<file path="config.mk">
export PLATFORM = sky130hd
export DESIGN_NAME = shc_control_regs
export DESIGN_NICKNAME = d
export VERILOG_FILES = /design/src/shc_pkg.sv /design/src/shc_control_regs.sv
export VERILOG_INCLUDE_DIRS = /design/src
export SDC_FILE = /design/constraint.sdc
export NUM_CORES = 1
export LEC_CHECK = 0
export BUFFER_PORTS_ARGS = -buffer_cell sky130_fd_sc_hd__buf_2
export CAP_MARGIN = 20
export CORE_ASPECT_RATIO = 0.5
export CORE_UTILIZATION = 30
export DETAILED_ROUTE_END_ITERATION = 7
export MAX_ROUTING_LAYER = met4
export SYNTH_ARGS = -nofsm -noshare
export SYNTH_HDL_FRONTEND = slang
export SYNTH_SLANG_ARGS = --single-unit
</file>
<file path="constraint.sdc">
create_clock -name clk -period 4.35 [get_ports clk]
set_input_delay 0.6525 -clock clk [delete_from_list [all_inputs] [get_ports clk]]
set_output_delay 0.6525 -clock clk [all_outputs]
set_load 0.02 [all_outputs]
</file>
<file path="src/shc_consts.svh">
// Purpose: offsets, field positions, reset values and timing counts for the sensor hub control bank
// Assumes: 10 MHz clock
// Notes:   definitions only
`ifndef SHC_CONSTS_SVH
`define SHC_CONSTS_SVH

// ==========================================================
// register offsets
`define SHC_OFS_PACING        8'h67
`define SHC_OFS_PATH_RESET    8'h68
`define SHC_OFS_DETECT        8'h69
`define SHC_OFS_FEATURE       8'h6a

// ==========================================================
// field positions and writable masks
`define SHC_PACE_DEFER_BIT    7
`define SHC_PACE_MASK         8'h9f
`define SHC_DET_MASK          8'h3f
`define SHC_FEAT_MASK         8'h70
`define SHC_FEAT_FIFO_ON_BIT  6
`define SHC_FEAT_AUX_ON_BIT   5
`define SHC_FEAT_PORT_DIS_BIT 4
`define SHC_FEAT_FIFO_CLR_BIT 2
`define SHC_FEAT_AUX_CLR_BIT  1
`define SHC_FEAT_CHAIN_CLR_BIT 0
`define SHC_RATE_CLR_BIT      2
`define SHC_ACCEL_CLR_BIT     1
`define SHC_TEMP_CLR_BIT      0

// ==========================================================
// reset values
`define SHC_RST_BYTE          8'h00

// ==========================================================
// timing
`define SHC_CLK_HZ            10000000
`define SHC_WAKE_BASE_MS      4
`define SHC_WAKE_STEP_MS      1
`define SHC_CYC_PER_MS        ((`SHC_CLK_HZ / 1000))
`define SHC_WAKE_BASE_CYC     (`SHC_WAKE_BASE_MS * `SHC_CYC_PER_MS)
`define SHC_WAKE_STEP_CYC     (`SHC_WAKE_STEP_MS * `SHC_CYC_PER_MS)
`define SHC_FLUSH_SAMPLES     4
`define SHC_NUM_TARGETS       5

`endif

</file>
<file path="src/shc_pkg.sv">
// Purpose: types for the sensor hub control bank
// Assumes: nothing
// Notes:   constants live in shc_consts.svh
package shc_pkg;
	typedef enum logic [1:0] {
		SHC_WAKE_IDLE  = 2'b00,
		SHC_WAKE_WAIT  = 2'b01,
		SHC_WAKE_FLUSH = 2'b10,
		SHC_WAKE_RUN   = 2'b11
	} shc_wake_t;
	typedef logic [7:0] shc_byte_t;
endpackage : shc_pkg

</file>
<file path="src/shc_control_regs.sv">
// Purpose: four control registers plus the pacing, wake and detection-counter logic they steer
// Assumes: host port on clk; sensor strobes synchronous to clk; aux lines are pins
// Notes:   wake delay exceeds 4096 cycles, so its counts are top-level parameters
`timescale 1ns/100ps
`include "shc_consts.svh"

// What this block does
// - with deferral set, shadow copy waits until the whole transaction set has arrived.
// - five per-target enables each slow that target's access.
// - a slowed target is accessed once every one plus divider samples.
// - base sample tick comes from the sample-rate divider and filter setting.
// - path reset register bits 2,1,0 clear rate, accel and temp paths.
// - a path clear returns converters and filters to power-up state.
// - path clears leave the measurement registers untouched.
// - accel wake delay is 4 ms plus 0 to 3 ms at 1 ms steps.
// - filters are flushed with new samples before detectors start.
// - detection registers only after threshold met over configured sample count.
// - each qualifying sample adds one to its detection counter, which holds at 255.
// - failing sample decrements by select: 0 reset, 1, 2 or 4.
// - select zero forces the counter to zero on any failing sample.
// - detection register holds wake delay, freefall and motion selects at 5:4,3:2,1:0.
// - aux master enable bit 5 makes the device master of the aux bus.
// - with master off, aux lines follow the primary bus lines.
// - feature register bit 6 enables the FIFO.
// - feature register holds FIFO, aux master and sensor chain reset bits.
// - reset bits 2,1,0 trigger their reset then clear themselves.
// - FIFO reset acts only while FIFO enable is zero.
// - external register allocation recomputed only when all targets off or master reset.
module shc_control_regs
	import shc_pkg::*;
#(
	parameter int WAKE_BASE_CYC = `SHC_WAKE_BASE_CYC,
	parameter int WAKE_STEP_CYC = `SHC_WAKE_STEP_CYC
)(
	// clock and reset
	input  wire logic       clk,
	input  wire logic       rstn,
	// host register port
	input  wire logic [7:0] addr,
	input  wire logic [7:0] wdata,
	input  wire logic       wr,
	input  wire logic       rd,
	output logic      [7:0] rdata,
	// sample pacing inputs
	input  wire logic [7:0] sample_rate_divider,
	input  wire logic [2:0] lowpass_filter_config,
	input  wire logic [4:0] slow_access_divider,
	input  wire logic       sensor_tick,
	// aux master handshakes
	input  wire logic [4:0] target_enabled,
	input  wire logic       aux_set_done,
	output logic      [4:0] target_access,
	output logic            shadow_copy,
	output logic            alloc_recompute,
	// detection inputs and outputs
	input  wire logic       accel_wake,
	input  wire logic       accel_sample,
	input  wire logic       freefall_qualify,
	input  wire logic       motion_qualify,
	input  wire logic [7:0] freefall_duration,
	input  wire logic [7:0] motion_duration,
	output logic            detect_active,
	output logic      [7:0] freefall_count,
	output logic      [7:0] motion_count,
	output logic            freefall_detect,
	output logic            motion_detect,
	// reset pulses toward the sensor chains, then feature enable levels
	output logic            rate_path_clear,
	output logic            accel_path_clear,
	output logic            temp_path_clear,
	output logic            sensor_regs_clear,
	output logic            fifo_clear,
	output logic            aux_master_clear,
	output logic            fifo_on,
	output logic            aux_master_on,
	output logic            primary_port_disable,
	// aux bus pins
	input  wire logic       primary_data_in,
	input  wire logic       primary_clock_in,
	input  wire logic       master_data_out,
	input  wire logic       master_clock_out,
	output logic            aux_bus_data_line,
	output logic            aux_bus_clock_line
);

	// ==========================================================
	// registers
	shc_byte_t   pacing_reg;
	shc_byte_t   detect_reg;
	shc_byte_t   feature_reg;
	logic [7:0]  rdata_reg;
	logic        wr_pace;
	logic        wr_path;
	logic        wr_det;
	logic        wr_feat;

	assign wr_pace = wr && (addr == `SHC_OFS_PACING);
	assign wr_path = wr && (addr == `SHC_OFS_PATH_RESET);
	assign wr_det  = wr && (addr == `SHC_OFS_DETECT);
	assign wr_feat = wr && (addr == `SHC_OFS_FEATURE);

	always_ff @(posedge clk or negedge rstn)
	begin
		if (!rstn)
			pacing_reg <= `SHC_RST_BYTE;
		else if (wr_pace)
			pacing_reg <= wdata & `SHC_PACE_MASK;
	end

	always_ff @(posedge clk or negedge rstn)
	begin
		if (!rstn)
			detect_reg <= `SHC_RST_BYTE;
		else if (wr_det)
			detect_reg <= wdata & `SHC_DET_MASK;
	end

	// fifo and master enables kept; reset bits never stored, so they read zero
	always_ff @(posedge clk or negedge rstn)
	begin
		if (!rstn)
			feature_reg <= `SHC_RST_BYTE;
		else if (wr_feat)
			feature_reg <= wdata & `SHC_FEAT_MASK;
	end

	// read data one cycle later; path reset reads zero as write-only
	always_ff @(posedge clk or negedge rstn)
	begin
		if (!rstn)
			rdata_reg <= 8'h00;
		else if (rd)
		begin
			unique case (addr)
				`SHC_OFS_PACING:  rdata_reg <= pacing_reg;
				`SHC_OFS_DETECT:  rdata_reg <= detect_reg;
				`SHC_OFS_FEATURE: rdata_reg <= feature_reg;
				default:          rdata_reg <= 8'h00;
			endcase
		end
		else
			rdata_reg <= 8'h00;
	end
	assign rdata = rdata_reg;

	// ==========================================================
	// reset pulses
	logic [6:0] pulse_reg;
	// chains go back to power-up state
	// fifo reset gated by fifo enable
	always_ff @(posedge clk or negedge rstn)
	begin
		if (!rstn)
			pulse_reg <= 7'h00;
		else
		begin
			pulse_reg[0] <= wr_path && wdata[`SHC_RATE_CLR_BIT];
			pulse_reg[1] <= wr_path && wdata[`SHC_ACCEL_CLR_BIT];
			pulse_reg[2] <= wr_path && wdata[`SHC_TEMP_CLR_BIT];
			pulse_reg[3] <= wr_feat && wdata[`SHC_FEAT_CHAIN_CLR_BIT];
			pulse_reg[4] <= wr_feat && wdata[`SHC_FEAT_FIFO_CLR_BIT] && !feature_reg[`SHC_FEAT_FIFO_ON_BIT];
			pulse_reg[5] <= wr_feat && wdata[`SHC_FEAT_AUX_CLR_BIT];
			pulse_reg[6] <= (wr_feat && wdata[`SHC_FEAT_AUX_CLR_BIT]) || (target_enabled == 5'h00);
		end
	end
	// chain reset drives only sensor_regs_clear, not the rate, accel or temp path clears
	assign rate_path_clear      = pulse_reg[0];
	assign accel_path_clear     = pulse_reg[1];
	assign temp_path_clear      = pulse_reg[2];
	assign sensor_regs_clear    = pulse_reg[3];
	assign fifo_clear           = pulse_reg[4];
	assign aux_master_clear     = pulse_reg[5];
	assign alloc_recompute      = pulse_reg[6];
	assign fifo_on              = feature_reg[`SHC_FEAT_FIFO_ON_BIT];
	assign aux_master_on        = feature_reg[`SHC_FEAT_AUX_ON_BIT];
	assign primary_port_disable = feature_reg[`SHC_FEAT_PORT_DIS_BIT];

	// ==========================================================
	// aux bus routing; primary lines are pins, so synchronised first
	logic [1:0] pd_sync;
	logic [1:0] pc_sync;
	logic       aux_d_reg;
	logic       aux_c_reg;
	always_ff @(posedge clk or negedge rstn)
	begin
		if (!rstn)
		begin
			pd_sync <= 2'b11;
			pc_sync <= 2'b11;
		end
		else
		begin
			pd_sync <= {pd_sync[0], primary_data_in};
			pc_sync <= {pc_sync[0], primary_clock_in};
		end
	end
	always_ff @(posedge clk or negedge rstn)
	begin
		if (!rstn)
		begin
			aux_d_reg <= 1'b1;
			aux_c_reg <= 1'b1;
		end
		else if (aux_master_on)
		begin
			aux_d_reg <= master_data_out;
			aux_c_reg <= master_clock_out;
		end
		else
		begin
			aux_d_reg <= pd_sync[1];
			aux_c_reg <= pc_sync[1];
		end
	end
	assign aux_bus_data_line  = aux_d_reg;
	assign aux_bus_clock_line = aux_c_reg;

	// ==========================================================
	// base sample tick
	// divider plus filter setting; filter off (0 or 7) adds a further divide by 8, filter on counts sensor_tick directly
	logic [15:0] rate_cnt;
	logic        sample_tick;
	logic [15:0] rate_top;
	assign rate_top = (lowpass_filter_config == 3'h0 || lowpass_filter_config == 3'h7)
		? {5'h00, sample_rate_divider, 3'h7} : {8'h00, sample_rate_divider};
	always_ff @(posedge clk or negedge rstn)
	begin
		if (!rstn)
		begin
			rate_cnt    <= 16'h0000;
			sample_tick <= 1'b0;
		end
		else
		begin
			sample_tick <= 1'b0;
			if (sensor_tick)
			begin
				if (rate_cnt >= rate_top)
				begin
					rate_cnt    <= 16'h0000;
					sample_tick <= 1'b1;
				end
				else
					rate_cnt <= rate_cnt + 16'h0001;
			end
		end
	end

	// ==========================================================
	// per-target pacing
	logic [4:0] skip_cnt;
	logic [4:0] access_reg;
	// one access per 1 + divider samples
	always_ff @(posedge clk or negedge rstn)
	begin
		if (!rstn)
			skip_cnt <= 5'h00;
		else if (sample_tick)
			skip_cnt <= (skip_cnt >= slow_access_divider) ? 5'h00 : skip_cnt + 5'h01;
	end
	// slowed targets wait for the shared divider
	always_ff @(posedge clk or negedge rstn)
	begin
		if (!rstn)
			access_reg <= 5'h00;
		else
			for (int i = 0; i < `SHC_NUM_TARGETS; i++)
				access_reg[i] <= sample_tick && target_enabled[i] && aux_master_on
					&& (!pacing_reg[i] || skip_cnt == 5'h00);
	end
	assign target_access = access_reg;

	// shadow copy deferred to end of set
	logic shadow_reg;
	always_ff @(posedge clk or negedge rstn)
	begin
		if (!rstn)
			shadow_reg <= 1'b0;
		else if (pacing_reg[`SHC_PACE_DEFER_BIT])
			shadow_reg <= aux_set_done;
		else
			shadow_reg <= sample_tick || aux_set_done;
	end
	assign shadow_copy = shadow_reg;

	// ==========================================================
	// accel wake sequence
	shc_wake_t   wake_state;
	logic [31:0] wake_cnt;
	logic [2:0]  flush_cnt;
	logic [31:0] wake_total;
	// 4 ms base plus extra ms steps
	assign wake_total = 32'(WAKE_BASE_CYC) + 32'(WAKE_STEP_CYC) * {30'h0, detect_reg[5:4]};
	always_ff @(posedge clk or negedge rstn)
	begin
		if (!rstn)
		begin
			wake_state <= SHC_WAKE_IDLE;
			wake_cnt   <= 32'h0;
			flush_cnt  <= 3'h0;
		end
		else if (!accel_wake || accel_path_clear)
			wake_state <= SHC_WAKE_IDLE;
		else
		begin
			unique case (wake_state)
				SHC_WAKE_IDLE:
				begin
					wake_cnt   <= 32'h1;
					wake_state <= SHC_WAKE_WAIT;
				end
				SHC_WAKE_WAIT:
				begin
					wake_cnt <= wake_cnt + 32'h1;
					if (wake_cnt >= wake_total)
					begin
						flush_cnt  <= 3'h0;
						wake_state <= SHC_WAKE_FLUSH;
					end
				end
				SHC_WAKE_FLUSH:
					if (accel_sample)
					begin
						flush_cnt <= flush_cnt + 3'h1;
						if (flush_cnt == 3'(`SHC_FLUSH_SAMPLES - 1))
							wake_state <= SHC_WAKE_RUN;
					end
				SHC_WAKE_RUN: wake_state <= SHC_WAKE_RUN;
			endcase
		end
	end
	logic active_reg;
	always_ff @(posedge clk or negedge rstn)
	begin
		if (!rstn)
			active_reg <= 1'b0;
		else
			active_reg <= (wake_state == SHC_WAKE_RUN) && accel_wake;
	end
	assign detect_active = active_reg;

	// ==========================================================
	// detection counters
	function automatic logic [7:0] shc_step(input logic [7:0] c, input logic q, input logic [1:0] s);
		logic [7:0] d;
		d = 8'h00;
		if (q)
			return (c == 8'hff) ? c : c + 8'h01;
		unique case (s)
			2'h0: d = c;
			2'h1: d = 8'h01;
			2'h2: d = 8'h02;
			2'h3: d = 8'h04;
		endcase
		return (c > d) ? c - d : 8'h00;
	endfunction

	logic [7:0] ff_cnt;
	logic [7:0] mot_cnt;
	logic       ff_det;
	logic       mot_det;
	always_ff @(posedge clk or negedge rstn)
	begin
		if (!rstn)
		begin
			ff_cnt  <= 8'h00;
			mot_cnt <= 8'h00;
			ff_det  <= 1'b0;
			mot_det <= 1'b0;
		end
		else if (!active_reg)
		begin
			ff_cnt  <= 8'h00;
			mot_cnt <= 8'h00;
			ff_det  <= 1'b0;
			mot_det <= 1'b0;
		end
		else if (accel_sample)
		begin
			ff_cnt  <= shc_step(ff_cnt, freefall_qualify, detect_reg[3:2]);
			mot_cnt <= shc_step(mot_cnt, motion_qualify, detect_reg[1:0]);
			ff_det  <= freefall_qualify && (ff_cnt + 8'h01 >= freefall_duration);
			mot_det <= motion_qualify && (mot_cnt + 8'h01 >= motion_duration);
		end
		else
		begin
			ff_det  <= 1'b0;
			mot_det <= 1'b0;
		end
	end
	assign freefall_count  = ff_cnt;
	assign motion_count    = mot_cnt;
	assign freefall_detect = ff_det;
	assign motion_detect   = mot_det;

endmodule : shc_control_regs

</file>
==> flow_metrics.py, run 1 <==
metrics = {
    "clock_tree": {
        "cts_max_level": 4,
        "ctsHoldBuffers": 0,
        "cts_tree": "built",
        "path_clk_slew_ns": 0.06,
        "cts_root_buffer": "clkbuf_16",
        "numCtsBuffers": 17,
        "cts_sinks": 120,
        "cts_setup_buffers": 0,
        "cts_resized": 0,
        "insertion_delay_ns": 0.42,
        "clk_path_buf_depth": 2,
    },
    "placed_design": {
        "dp_hpwl_mm": 12.9,
        "dp_slack_ns": 1.16,
        "io_buffer_count": 111,
        "gp_congestion": 0.886,
        "place_area_um2": 8300,
    },
    "critical_path": {
        "r2r_end": "flush_cnt[0]$_DFFE_PN0P_",
        "worstPathArrival_ns": 3.06,
        "r2r_slack_ns": 1.59,
        "critPathMaxFanout": 12,
        "crit_path_end_kind": "flop",
        "reg2reg_depth": 10,
        "worstSetupPathType": "in -> reg",
        "crit_path_start_kind": "input port",
        "r2r-start": "detect_reg[4]$_DFFE_PN0P_",
        "crit_required_ns": 4.63,
    },
    "sta": {
        "finClkSkew_ns": 0.00858,
        "max_freq_ghz": 0.360,
        "final.setup.tns_ns": 0,
        "whs_ns": 0.108,
        "setup_viol": 0,
        "rsz0062_at_grt": "no",
        "worst_slew_margin_rel_pct": 51.9,
        "fin_ws_ns": 1.57,
        "finalCritPeriodShare_pct": 63.9,
        "hold_viol": 0,
        "worst_slew_pin_slew_ns": 0.716,
        "slew_viol_final": 0,
        "period_minus_slack_ns": 2.78,
    },
    "die": {
        "placementRows": 40,
        "core_area_um2": 24100,
        "start_util_pct": 30.7,
        "die-height_um": 113,
        "dieArea_um2": 25400,
        "io-pin-count": 112,
        "chipWidth_um": 224,
    },
    "hold_path": {
        "holdCritPathClass": "in -> async",
    },
    "finish": {
        "final_cell_mix": "dfrtp_1 (114), buf_2 (110), nor2_1 (70)",
        "layout_commonest_cell": "dfrtp_1",
        "final_area_um2": 8870,
        "top_regs": "wake_cnt: 32 flops, rate_cnt: 16 flops",
        "regMostFlops": "wake_cnt",
        "largest_reg_flops": 32,
        "drive_gt1_share_pct": 19.5,
        "syn2layout_area_growth_pct": 19.8,
        "num_antenna_cells": 0,
        "finalNetCount": 1025,
    },
    "logic_synthesis": {
        "yosysWarnings": 0,
        "synthDistinctLibCells": 70,
        "syn_nets": 919,
        "netlist_area_um2": 7400,
        "synthFlopType": "dfrtp_1",
        "synth_edf_count": 0,
        "yosysSeqAreaShare_pct": 40.7,
        "netlist_top_cells_area": "dfrtp_1 (39%), ha_1 (10%), nor2_1 (3.5%)",
        "yosysTopAreaCell": "dfrtp_1",
        "synth_top_area_share_pct": 38.5,
        "postSynthAreaPerCell_um2": 9.37,
        "synthArstFlopShare_pct": 100,
        "netlist_instances": 790,
        "ys_seq_elements": 120,
    },
    "run_status": {
        "status": "completed",
    },
    "drt": {
        "drt_pass1_iterations": 5,
        "drcViolationCount": 0,
        "drt-total-wl_mm": 17.4,
        "wire_per_inst_um": 13.9,
        "drtAntennaViolNets": 0,
        "first_iter_violations": 424,
        "via_per_inst": 4.93,
        "vias": 6133,
    },
    "pwr": {
        "power_leakage_nw": 4.35,
        "totalPowerFinal_mw": 3.06,
        "peakVddDrop_uv": 190,
        "powerDensity_nw_per_um2": 345,
    },
    "global_route": {
        "grt_max_degree": 102,
        "grt_usage_pct": 15.1,
        "grt_pass1_wl_mm": 29.9,
        "grt-ovfl-total": 0,
        "grt_pass1_vias": 6180,
        "antenna_found_initial": 0,
    },
    "flow_run": {
        "drv_cap": 0,
    },
}
-- synth_stat cells (all sizes together), types with 4 or more instances --
| master | count |
|---|---|
| clkbuf | 19 |
| or2 | 4 |
| nand3b | 4 |
| nand2 | 57 |
| o21ai | 41 |
| xor2 | 29 |
| dfrtp | 114 |
| nand4 | 11 |
| nor4 | 4 |
| xnor2 | 21 |
| inv | 52 |
| a22oi | 11 |
| mux2i | 6 |
| nand2b | 7 |
| mux2 | 17 |
| a22o | 4 |
| and3 | 15 |
| nand3 | 43 |
| a31oi | 11 |
| a21oi | 47 |
| ha | 62 |
| o31ai | 5 |
| a211oi | 5 |
| nor3 | 15 |
| or3 | 13 |
| nor2 | 71 |
| o22ai | 7 |
| a21o | 15 |
| and2 | 11 |
| nor3b | 7 |
| and4 | 5 |
| buf | 7 |
| nor2b | 10 |
| dfstp | 6 |
-- where the power goes --
group,internal [mW],leakage [nW],switching [mW]
Clock,0.799,0.278,0.578
Sequential,1.18,1.61,0.0861
Combinational,0.185,2.46,0.232
-- cell families (layout without fill, tap and decap cells) --
group           count (synthesis)  after routing  share of synthesized area (%)
compound gates                172            172                           15.2
flops                         120            120                           40.7
mux                            23             23                           3.40
simple gates                  285            285                           20.2
buf+inv                        78            197                           4.14
xor+xnor                       50             50                           5.91
fa+ha+maj                      62             62                           10.5
-- worst max-delay path by stage --
stage	from	to	slack [ns]	cells after the start
global route	detect_reg[4]$_DFFE_PN0P_	flush_cnt[0]$_DFFE_PN0P_	1.36	10
floorplan	lowpass_filter_config[0]	rate_cnt[3]$_DFFE_PN0P_	1.37	11
CTS	detect_reg[4]$_DFFE_PN0P_	flush_cnt[0]$_DFFE_PN0P_	1.56	10
global placement	lowpass_filter_config[0]	rate_cnt[15]$_DFFE_PN0P_	1.27	11
detailed placement	lowpass_filter_config[0]	rate_cnt[11]$_DFFE_PN0P_	1.16	11
finish	lowpass_filter_config[0]	rate_cnt[6]$_DFFE_PN0P_	1.57	11
-- routing by layer --
| metal | part of all wire [%] | GRT usage [%] | up-vias |
|---|---|---|---|
| met5 | 0 | - | - |
| met4 | 1.5 | 5.35 | 0 |
| met3 | 3.4 | 2.80 | 21 |
| met2 | 49 | 25.2 | 108 |
| met1 | 46 | 18.2 | 2973 |
| li1 | - | - | 3031 |
-- cell type report --
type / count / area [µm²]
clock buffers: 17 / 425
multi-input cells: 592 / 4090
flip-flops and latches: 120 / 3010
repair buffers: 113 / 586
fillers: 2461 / 15300
well taps: 336 / 420
clock inverters: 15 / 148
inverters: 52 / 195
-- through the flow --
| step | cells | utilization, % |
|---|---|---|
| 2_1_floorplan | 790 | - |
| 3_3_place_gp | 1213 | 34.4 |
| 3_5_place_dp | 1213 | 34.4 |
| 4_1_cts | 1245 | 36.8 |
| 5_1_grt | 1245 | 36.8 |
| 6_report | 1245 | 36.8 |
-- critical path, stage by stage --
cell     delay, ns
buf_2         0.10
or3_1         0.36
nand2_1       0.35
mux2i_1       0.26
ha_1          0.20
a211o_1       0.11
a31oi_1       0.04
o21ai_1       0.32
a21oi_4       0.12
nor2_2        0.42
nor2_1        0.11
No activity file was read; power rests on OpenSTA's default activity.
==> run 2: changes to the inputs <==
==> constraint.sdc (replaced) <==
create_clock -name clk -period 2.6 [get_ports clk]
set_input_delay 0.39 -clock clk [delete_from_list [all_inputs] [get_ports clk]]
set_output_delay 0.39 -clock clk [all_outputs]
set_load 0.02 [all_outputs]
==> flow_metrics.py, run 2 (same netlist as run 1, synthesis figures left out) <==
metrics = {
    "global_route": {
        "grt-ovfl-total": 0,
        "grt_usage_pct": 15.3,
        "antenna_found_initial": 0,
        "grt_max_degree": 45,
        "grt_pass1_wl_mm": 30.5,
        "grt_pass1_vias": 6155,
    },
    "critical_path": {
        "critPathMaxFanout": 10,
        "worstPathArrival_ns": 2.64,
        "crit_path_start_kind": "flop",
        "worstSetupPathType": "reg -> reg",
        "crit_path_end_kind": "flop",
        "crit_required_ns": 2.89,
    },
    "sta": {
        "max_freq_ghz": 0.426,
        "worst_slew_pin_slew_ns": 0.658,
        "finClkSkew_ns": 0.00890,
        "period_minus_slack_ns": 2.35,
        "setup_viol": 0,
        "worst_slew_margin_rel_pct": 55.8,
        "rsz0062_at_grt": "no",
        "finalCritPeriodShare_pct": 90.3,
        "slew_viol_final": 0,
        "hold_viol": 0,
    },
    "drt": {
        "drt-met1-wl_mm": 8.20,
        "routed-wl-met3_um": 547,
        "vias": 6237,
        "dr_wl_met2_mm": 8.90,
        "top_layer_used": "met4",
        "first_iter_violations": 359,
        "drtAntennaViolNets": 0,
        "drt-total-wl_mm": 17.8,
        "drt_pass1_iterations": 4,
        "via_per_inst": 4.94,
        "drcViolationCount": 0,
        "wire_per_inst_um": 14.1,
    },
    "die": {
        "core_area_um2": 24100,
        "chipWidth_um": 224,
        "io-pin-count": 112,
        "dieArea_um2": 25400,
        "start_util_pct": 30.7,
        "die-height_um": 113,
        "placementRows": 40,
    },
    "clock_tree": {
        "path_clk_slew_ns": 0.05,
        "cts_root_buffer": "clkbuf_16",
        "clk_path_buf_depth": 2,
        "insertion_delay_ns": 0.41,
        "cts_max_level": 4,
        "cts_sinks": 120,
        "cts_setup_buffers": 0,
        "numCtsBuffers": 17,
        "cts_tree": "built",
    },
    "finish": {
        "final_cell_mix": "dfrtp_1 (114), buf_2 (110), nor2_1 (70)",
        "top_regs": "wake_cnt: 32 flops, rate_cnt: 16 flops",
        "finalNetCount": 1044,
        "largest_reg_flops": 32,
        "num_antenna_cells": 0,
        "post-route-util_pct": 37.5,
        "layout_commonest_cell": "dfrtp_1",
        "regMostFlops": "wake_cnt",
        "syn2layout_area_growth_pct": 22.0,
        "drive_gt1_share_pct": 21.0,
    },
    "pwr": {
        "p_sw_mw": 1.38,
        "sw_frac_of_total_pct": 27.1,
        "peakVddDrop_uv": 314,
        "power.share.sequential_pct": 41.8,
        "power_leakage_nw": 4.45,
        "intPower_mw": 3.70,
        "totalPowerFinal_mw": 5.08,
        "p_comb_share_pct": 14.1,
        "p_clk_share_pct": 44.1,
        "powerDensity_nw_per_um2": 562,
    },
    "placed_design": {
        "dp_hpwl_mm": 13.3,
        "gp_congestion": 0.893,
        "io_buffer_count": 111,
    },
    "hold_path": {
        "holdCritPathClass": "in -> reg",
    },
    "run_status": {
        "status": "completed",
    },
    "flow_run": {
        "drv_cap": 0,
    },
}
run 2: worst paths after layout:
path	from	to	slack (ns)	cells after the start
max in group asynchronous	rstn	pc_sync[0]$_DFF_PN1_	1.37	3
min in group asynchronous	rstn	freefall_detect$_DFF_PN0_	0.52	2
max reg2reg	detect_reg[2]$_DFFE_PN0P_	freefall_count[2]$_DFFE_PN0P_	0.25	9
min	primary_clock_in	pc_sync[0]$_DFF_PN1_	0.08	1
min reg2reg	pd_sync[0]$_DFF_PN1_	pd_sync[1]$_DFF_PN1_	0.36	0
max	detect_reg[2]$_DFFE_PN0P_	freefall_count[2]$_DFFE_PN0P_	0.25	9
run 2: final cells by class:
type	instances	area [µm²]
Clock inverter	8	72.6
Timing Repair Buffer	132	756
Fill cell	2449	15100
Sequential cell	120	3010
Clock buffer	22	484
Inverter	52	195
Tap cell	336	420
Multi-Input combinational cell	592	4100
run 2: routing by layer:
metal | global-route usage (%) | vias to the layer above
met2 | 25.6 | 109
met5 | - | -
met3 | 3.09 | 16
met1 | 18.7 | 3039
met4 | 4.72 | 0
li1 | - | 3073
run 2: repair_timing:
| action | in CTS | in global routing |
|---|---|---|
| setup endpoints to repair | 0 | 4 |
| hold buffers | 1 | 0 |
| gates resized for setup | 0 | 3 |
| hold endpoints to repair | 36 | 0 |
run 2: power groups by stage:
stage	combinational [mW]	sequential, mW	clock [mW]
3_3_place_gp	0.687	2.15	0
6_report	0.715	2.12	2.24
2_1_floorplan	0.487	2.11	0
3_5_place_dp	0.721	2.15	0
4_1_cts	0.725	2.12	2.30
5_1_grt	0.837	2.14	2.39
run 2: worst max-delay path: stages (launching register included):
cell	delay (ns)
dfrtp_1	0.48
nor3b_1	0.32
a21oi_1	0.09
ha_1	0.25
a21o_1	0.20
a21oi_1	0.24
a21oi_1	0.12
o21ai_1	0.26
buf_4	0.19
o211ai_1	0.09
run 2: through the flow:
step | TNS (ns) | std cells | instance area (µm²) | hold WS (ns) | worst slack, ns
final | 0 | 1262 | 9030 | 0.0753 | 0.252
after floorplan | 0 | 790 | 7410 | 0.0944 | 0.0425
after global placement | -1.02 | 1231 | 8460 | 0.346 | -0.0837
after detailed placement | -2.31 | 1231 | 8460 | 0.347 | -0.186
after CTS | 0 | 1262 | 9030 | 0.0490 | 0.153
after global routing | 0 | 1262 | 9030 | 0.0436 | 0.0232
==> run 3: changes to the inputs <==
==> constraint.sdc (replaced) <==
create_clock -name clk -period 2.6 [get_ports clk]
set_input_delay 0.52 -clock clk [delete_from_list [all_inputs] [get_ports clk]]
set_output_delay 0.52 -clock clk [all_outputs]
set_load 0.02 [all_outputs]
==> flow_metrics.py, run 3 (same netlist as run 1, synthesis figures left out) <==
metrics = {
    "run_status": {
        "status": "completed",
    },
    "die": {
        "chipWidth_um": 224,
        "io-pin-count": 112,
        "start_util_pct": 30.7,
        "die-height_um": 113,
        "dieArea_um2": 25400,
        "placementRows": 40,
        "core_area_um2": 24100,
    },
    "sta": {
        "finClkSkew_ns": 0.00821,
        "whs_ns": 0.135,
        "hold_viol": 0,
        "max_freq_ghz": 0.410,
        "period_minus_slack_ns": 2.44,
        "worst_slew_pin_slew_ns": 0.748,
        "finalCritPeriodShare_pct": 93.7,
        "rsz0062_at_grt": "no",
        "final.setup.tns_ns": 0,
        "setup_viol": 0,
        "fin_ws_ns": 0.163,
        "worst_slew_margin_rel_pct": 49.8,
        "slew_viol_final": 0,
    },
    "finish": {
        "final_cell_mix": "dfrtp_1 (113), buf_2 (110), nor2_1 (69)",
        "layout_commonest_cell": "dfrtp_1",
        "top_regs": "wake_cnt: 32 flops, rate_cnt: 16 flops",
        "largest_reg_flops": 32,
        "regMostFlops": "wake_cnt",
        "syn2layout_area_growth_pct": 23.0,
        "drive_gt1_share_pct": 21.8,
        "post-route-util_pct": 37.8,
        "num_antenna_cells": 0,
        "finalNetCount": 1044,
    },
    "clock_tree": {
        "cts_resized": 0,
        "path_clk_slew_ns": 0.06,
        "cts_max_level": 4,
        "ctsHoldBuffers": 0,
        "clk_path_buf_depth": 2,
        "insertion_delay_ns": 0.42,
        "cts_setup_buffers": 0,
        "numCtsBuffers": 17,
        "cts_tree": "built",
        "cts_sinks": 120,
        "cts_root_buffer": "clkbuf_16",
    },
    "critical_path": {
        "crit_path_end_kind": "flop",
        "endpoint": "flush_cnt[0]$_DFFE_PN0P_",
        "crit_path_start_kind": "flop",
        "worstPathArrival_ns": 2.79,
        "critPathMaxFanout": 4,
        "reg2reg_depth": 11,
        "critPathMaxStageDelay_ns": 0.39,
        "cp_slowest_cell": "dfrtp_1",
        "worstSetupPathType": "reg -> reg",
        "r2r-start": "detect_reg[5]$_DFFE_PN0P_",
        "r2r_slack_ns": 0.16,
        "cp-startpoint": "detect_reg[5]$_DFFE_PN0P_",
        "crit_required_ns": 2.95,
        "r2r_end": "flush_cnt[0]$_DFFE_PN0P_",
        "crit_chain": "inv_1, ha_1, inv_1, ha_1, nand4_1, nor2_2, a211o_1, o31ai_2, buf_4, a31oi_2, a21oi_1",
    },
    "global_route": {
        "grt_max_degree": 49,
        "grt_pass1_wl_mm": 30.3,
        "grt-ovfl-total": 0,
        "grt_pass1_vias": 6196,
        "antenna_found_initial": 0,
        "grt_usage_pct": 15.3,
    },
    "placed_design": {
        "dp_hpwl_mm": 13.5,
        "io_buffer_count": 111,
        "dp_slack_ns": -0.342,
        "gp_congestion": 0.846,
    },
    "drt": {
        "vias": 6239,
        "drt-total-wl_mm": 18.0,
        "drtAntennaViolNets": 0,
        "wire_per_inst_um": 14.2,
        "drt_pass1_iterations": 6,
        "first_iter_violations": 368,
        "drcViolationCount": 0,
        "via_per_inst": 4.94,
    },
    "pwr": {
        "totalPowerFinal_mw": 5.31,
        "powerDensity_nw_per_um2": 583,
        "peakVddDrop_uv": 323,
        "power_leakage_nw": 4.45,
    },
    "hold_path": {
        "holdCritPathClass": "in -> async",
    },
    "flow_run": {
        "drv_cap": 0,
    },
}
-- run 3: final cells by class --
type	count	area [µm²]
timing repair buffer	132	753
tap	336	420
inverter	52	195
sequential	120	3010
multi-input combinational	592	4120
clock inverter	13	171
fill	2427	15000
clock buffer	18	439
-- run 3: how the worst min path moves through the flow --
stage | start | endpoint | slack (ns) | depth (start not counted)
floorplan | rstn | detect_active$_DFF_PN0_ | 0.22 | 0
global placement | pc_sync[0]$_DFF_PN1_ | pc_sync[1]$_DFF_PN1_ | 0.35 | 0
finish | rstn | freefall_detect$_DFF_PN0_ | 0.13 | 1
detailed placement | pc_sync[0]$_DFF_PN1_ | pc_sync[1]$_DFF_PN1_ | 0.35 | 0
global route | primary_data_in | pd_sync[0]$_DFF_PN1_ | 0.17 | 1
CTS | rstn | freefall_detect$_DFF_PN0_ | 0.15 | 1
-- run 3: layer usage --
layer  vias up  GRT usage [%]  part of all wire (%)
li1       3067              -                     -
met1      3033           18.5                    46
met2       122           25.9                    49
met3        17           3.12                   3.4
met4         0           4.40                   1.2
met5         -              -                     0
-- run 3: through the flow --
stage          cell area [µm²]  instances
3_3_place_gp              8470       1232
2_1_floorplan             7420        790
6_report                  9110       1263
5_1_grt                   9110       1263
3_5_place_dp              8470       1232
4_1_cts                   9080       1263
-- run 3: power by group --
group / switching (mW) / internal [mW] / leakage, nW
clock network: 0.928 / 1.54 / 0.281
logic: 0.397 / 0.326 / 2.56
registers: 0.144 / 1.98 / 1.61
-- run 3: worst max-delay path, delay by kind of cell, from the launching register on --
kind / cells / cell delay, ns
AOI/OAI and AO/OA: 4 / 0.83
adders and majority gates: 2 / 0.60
DFF: 1 / 0.39
buffers and inverters: 3 / 0.32
and+or+nand+nor: 2 / 0.23
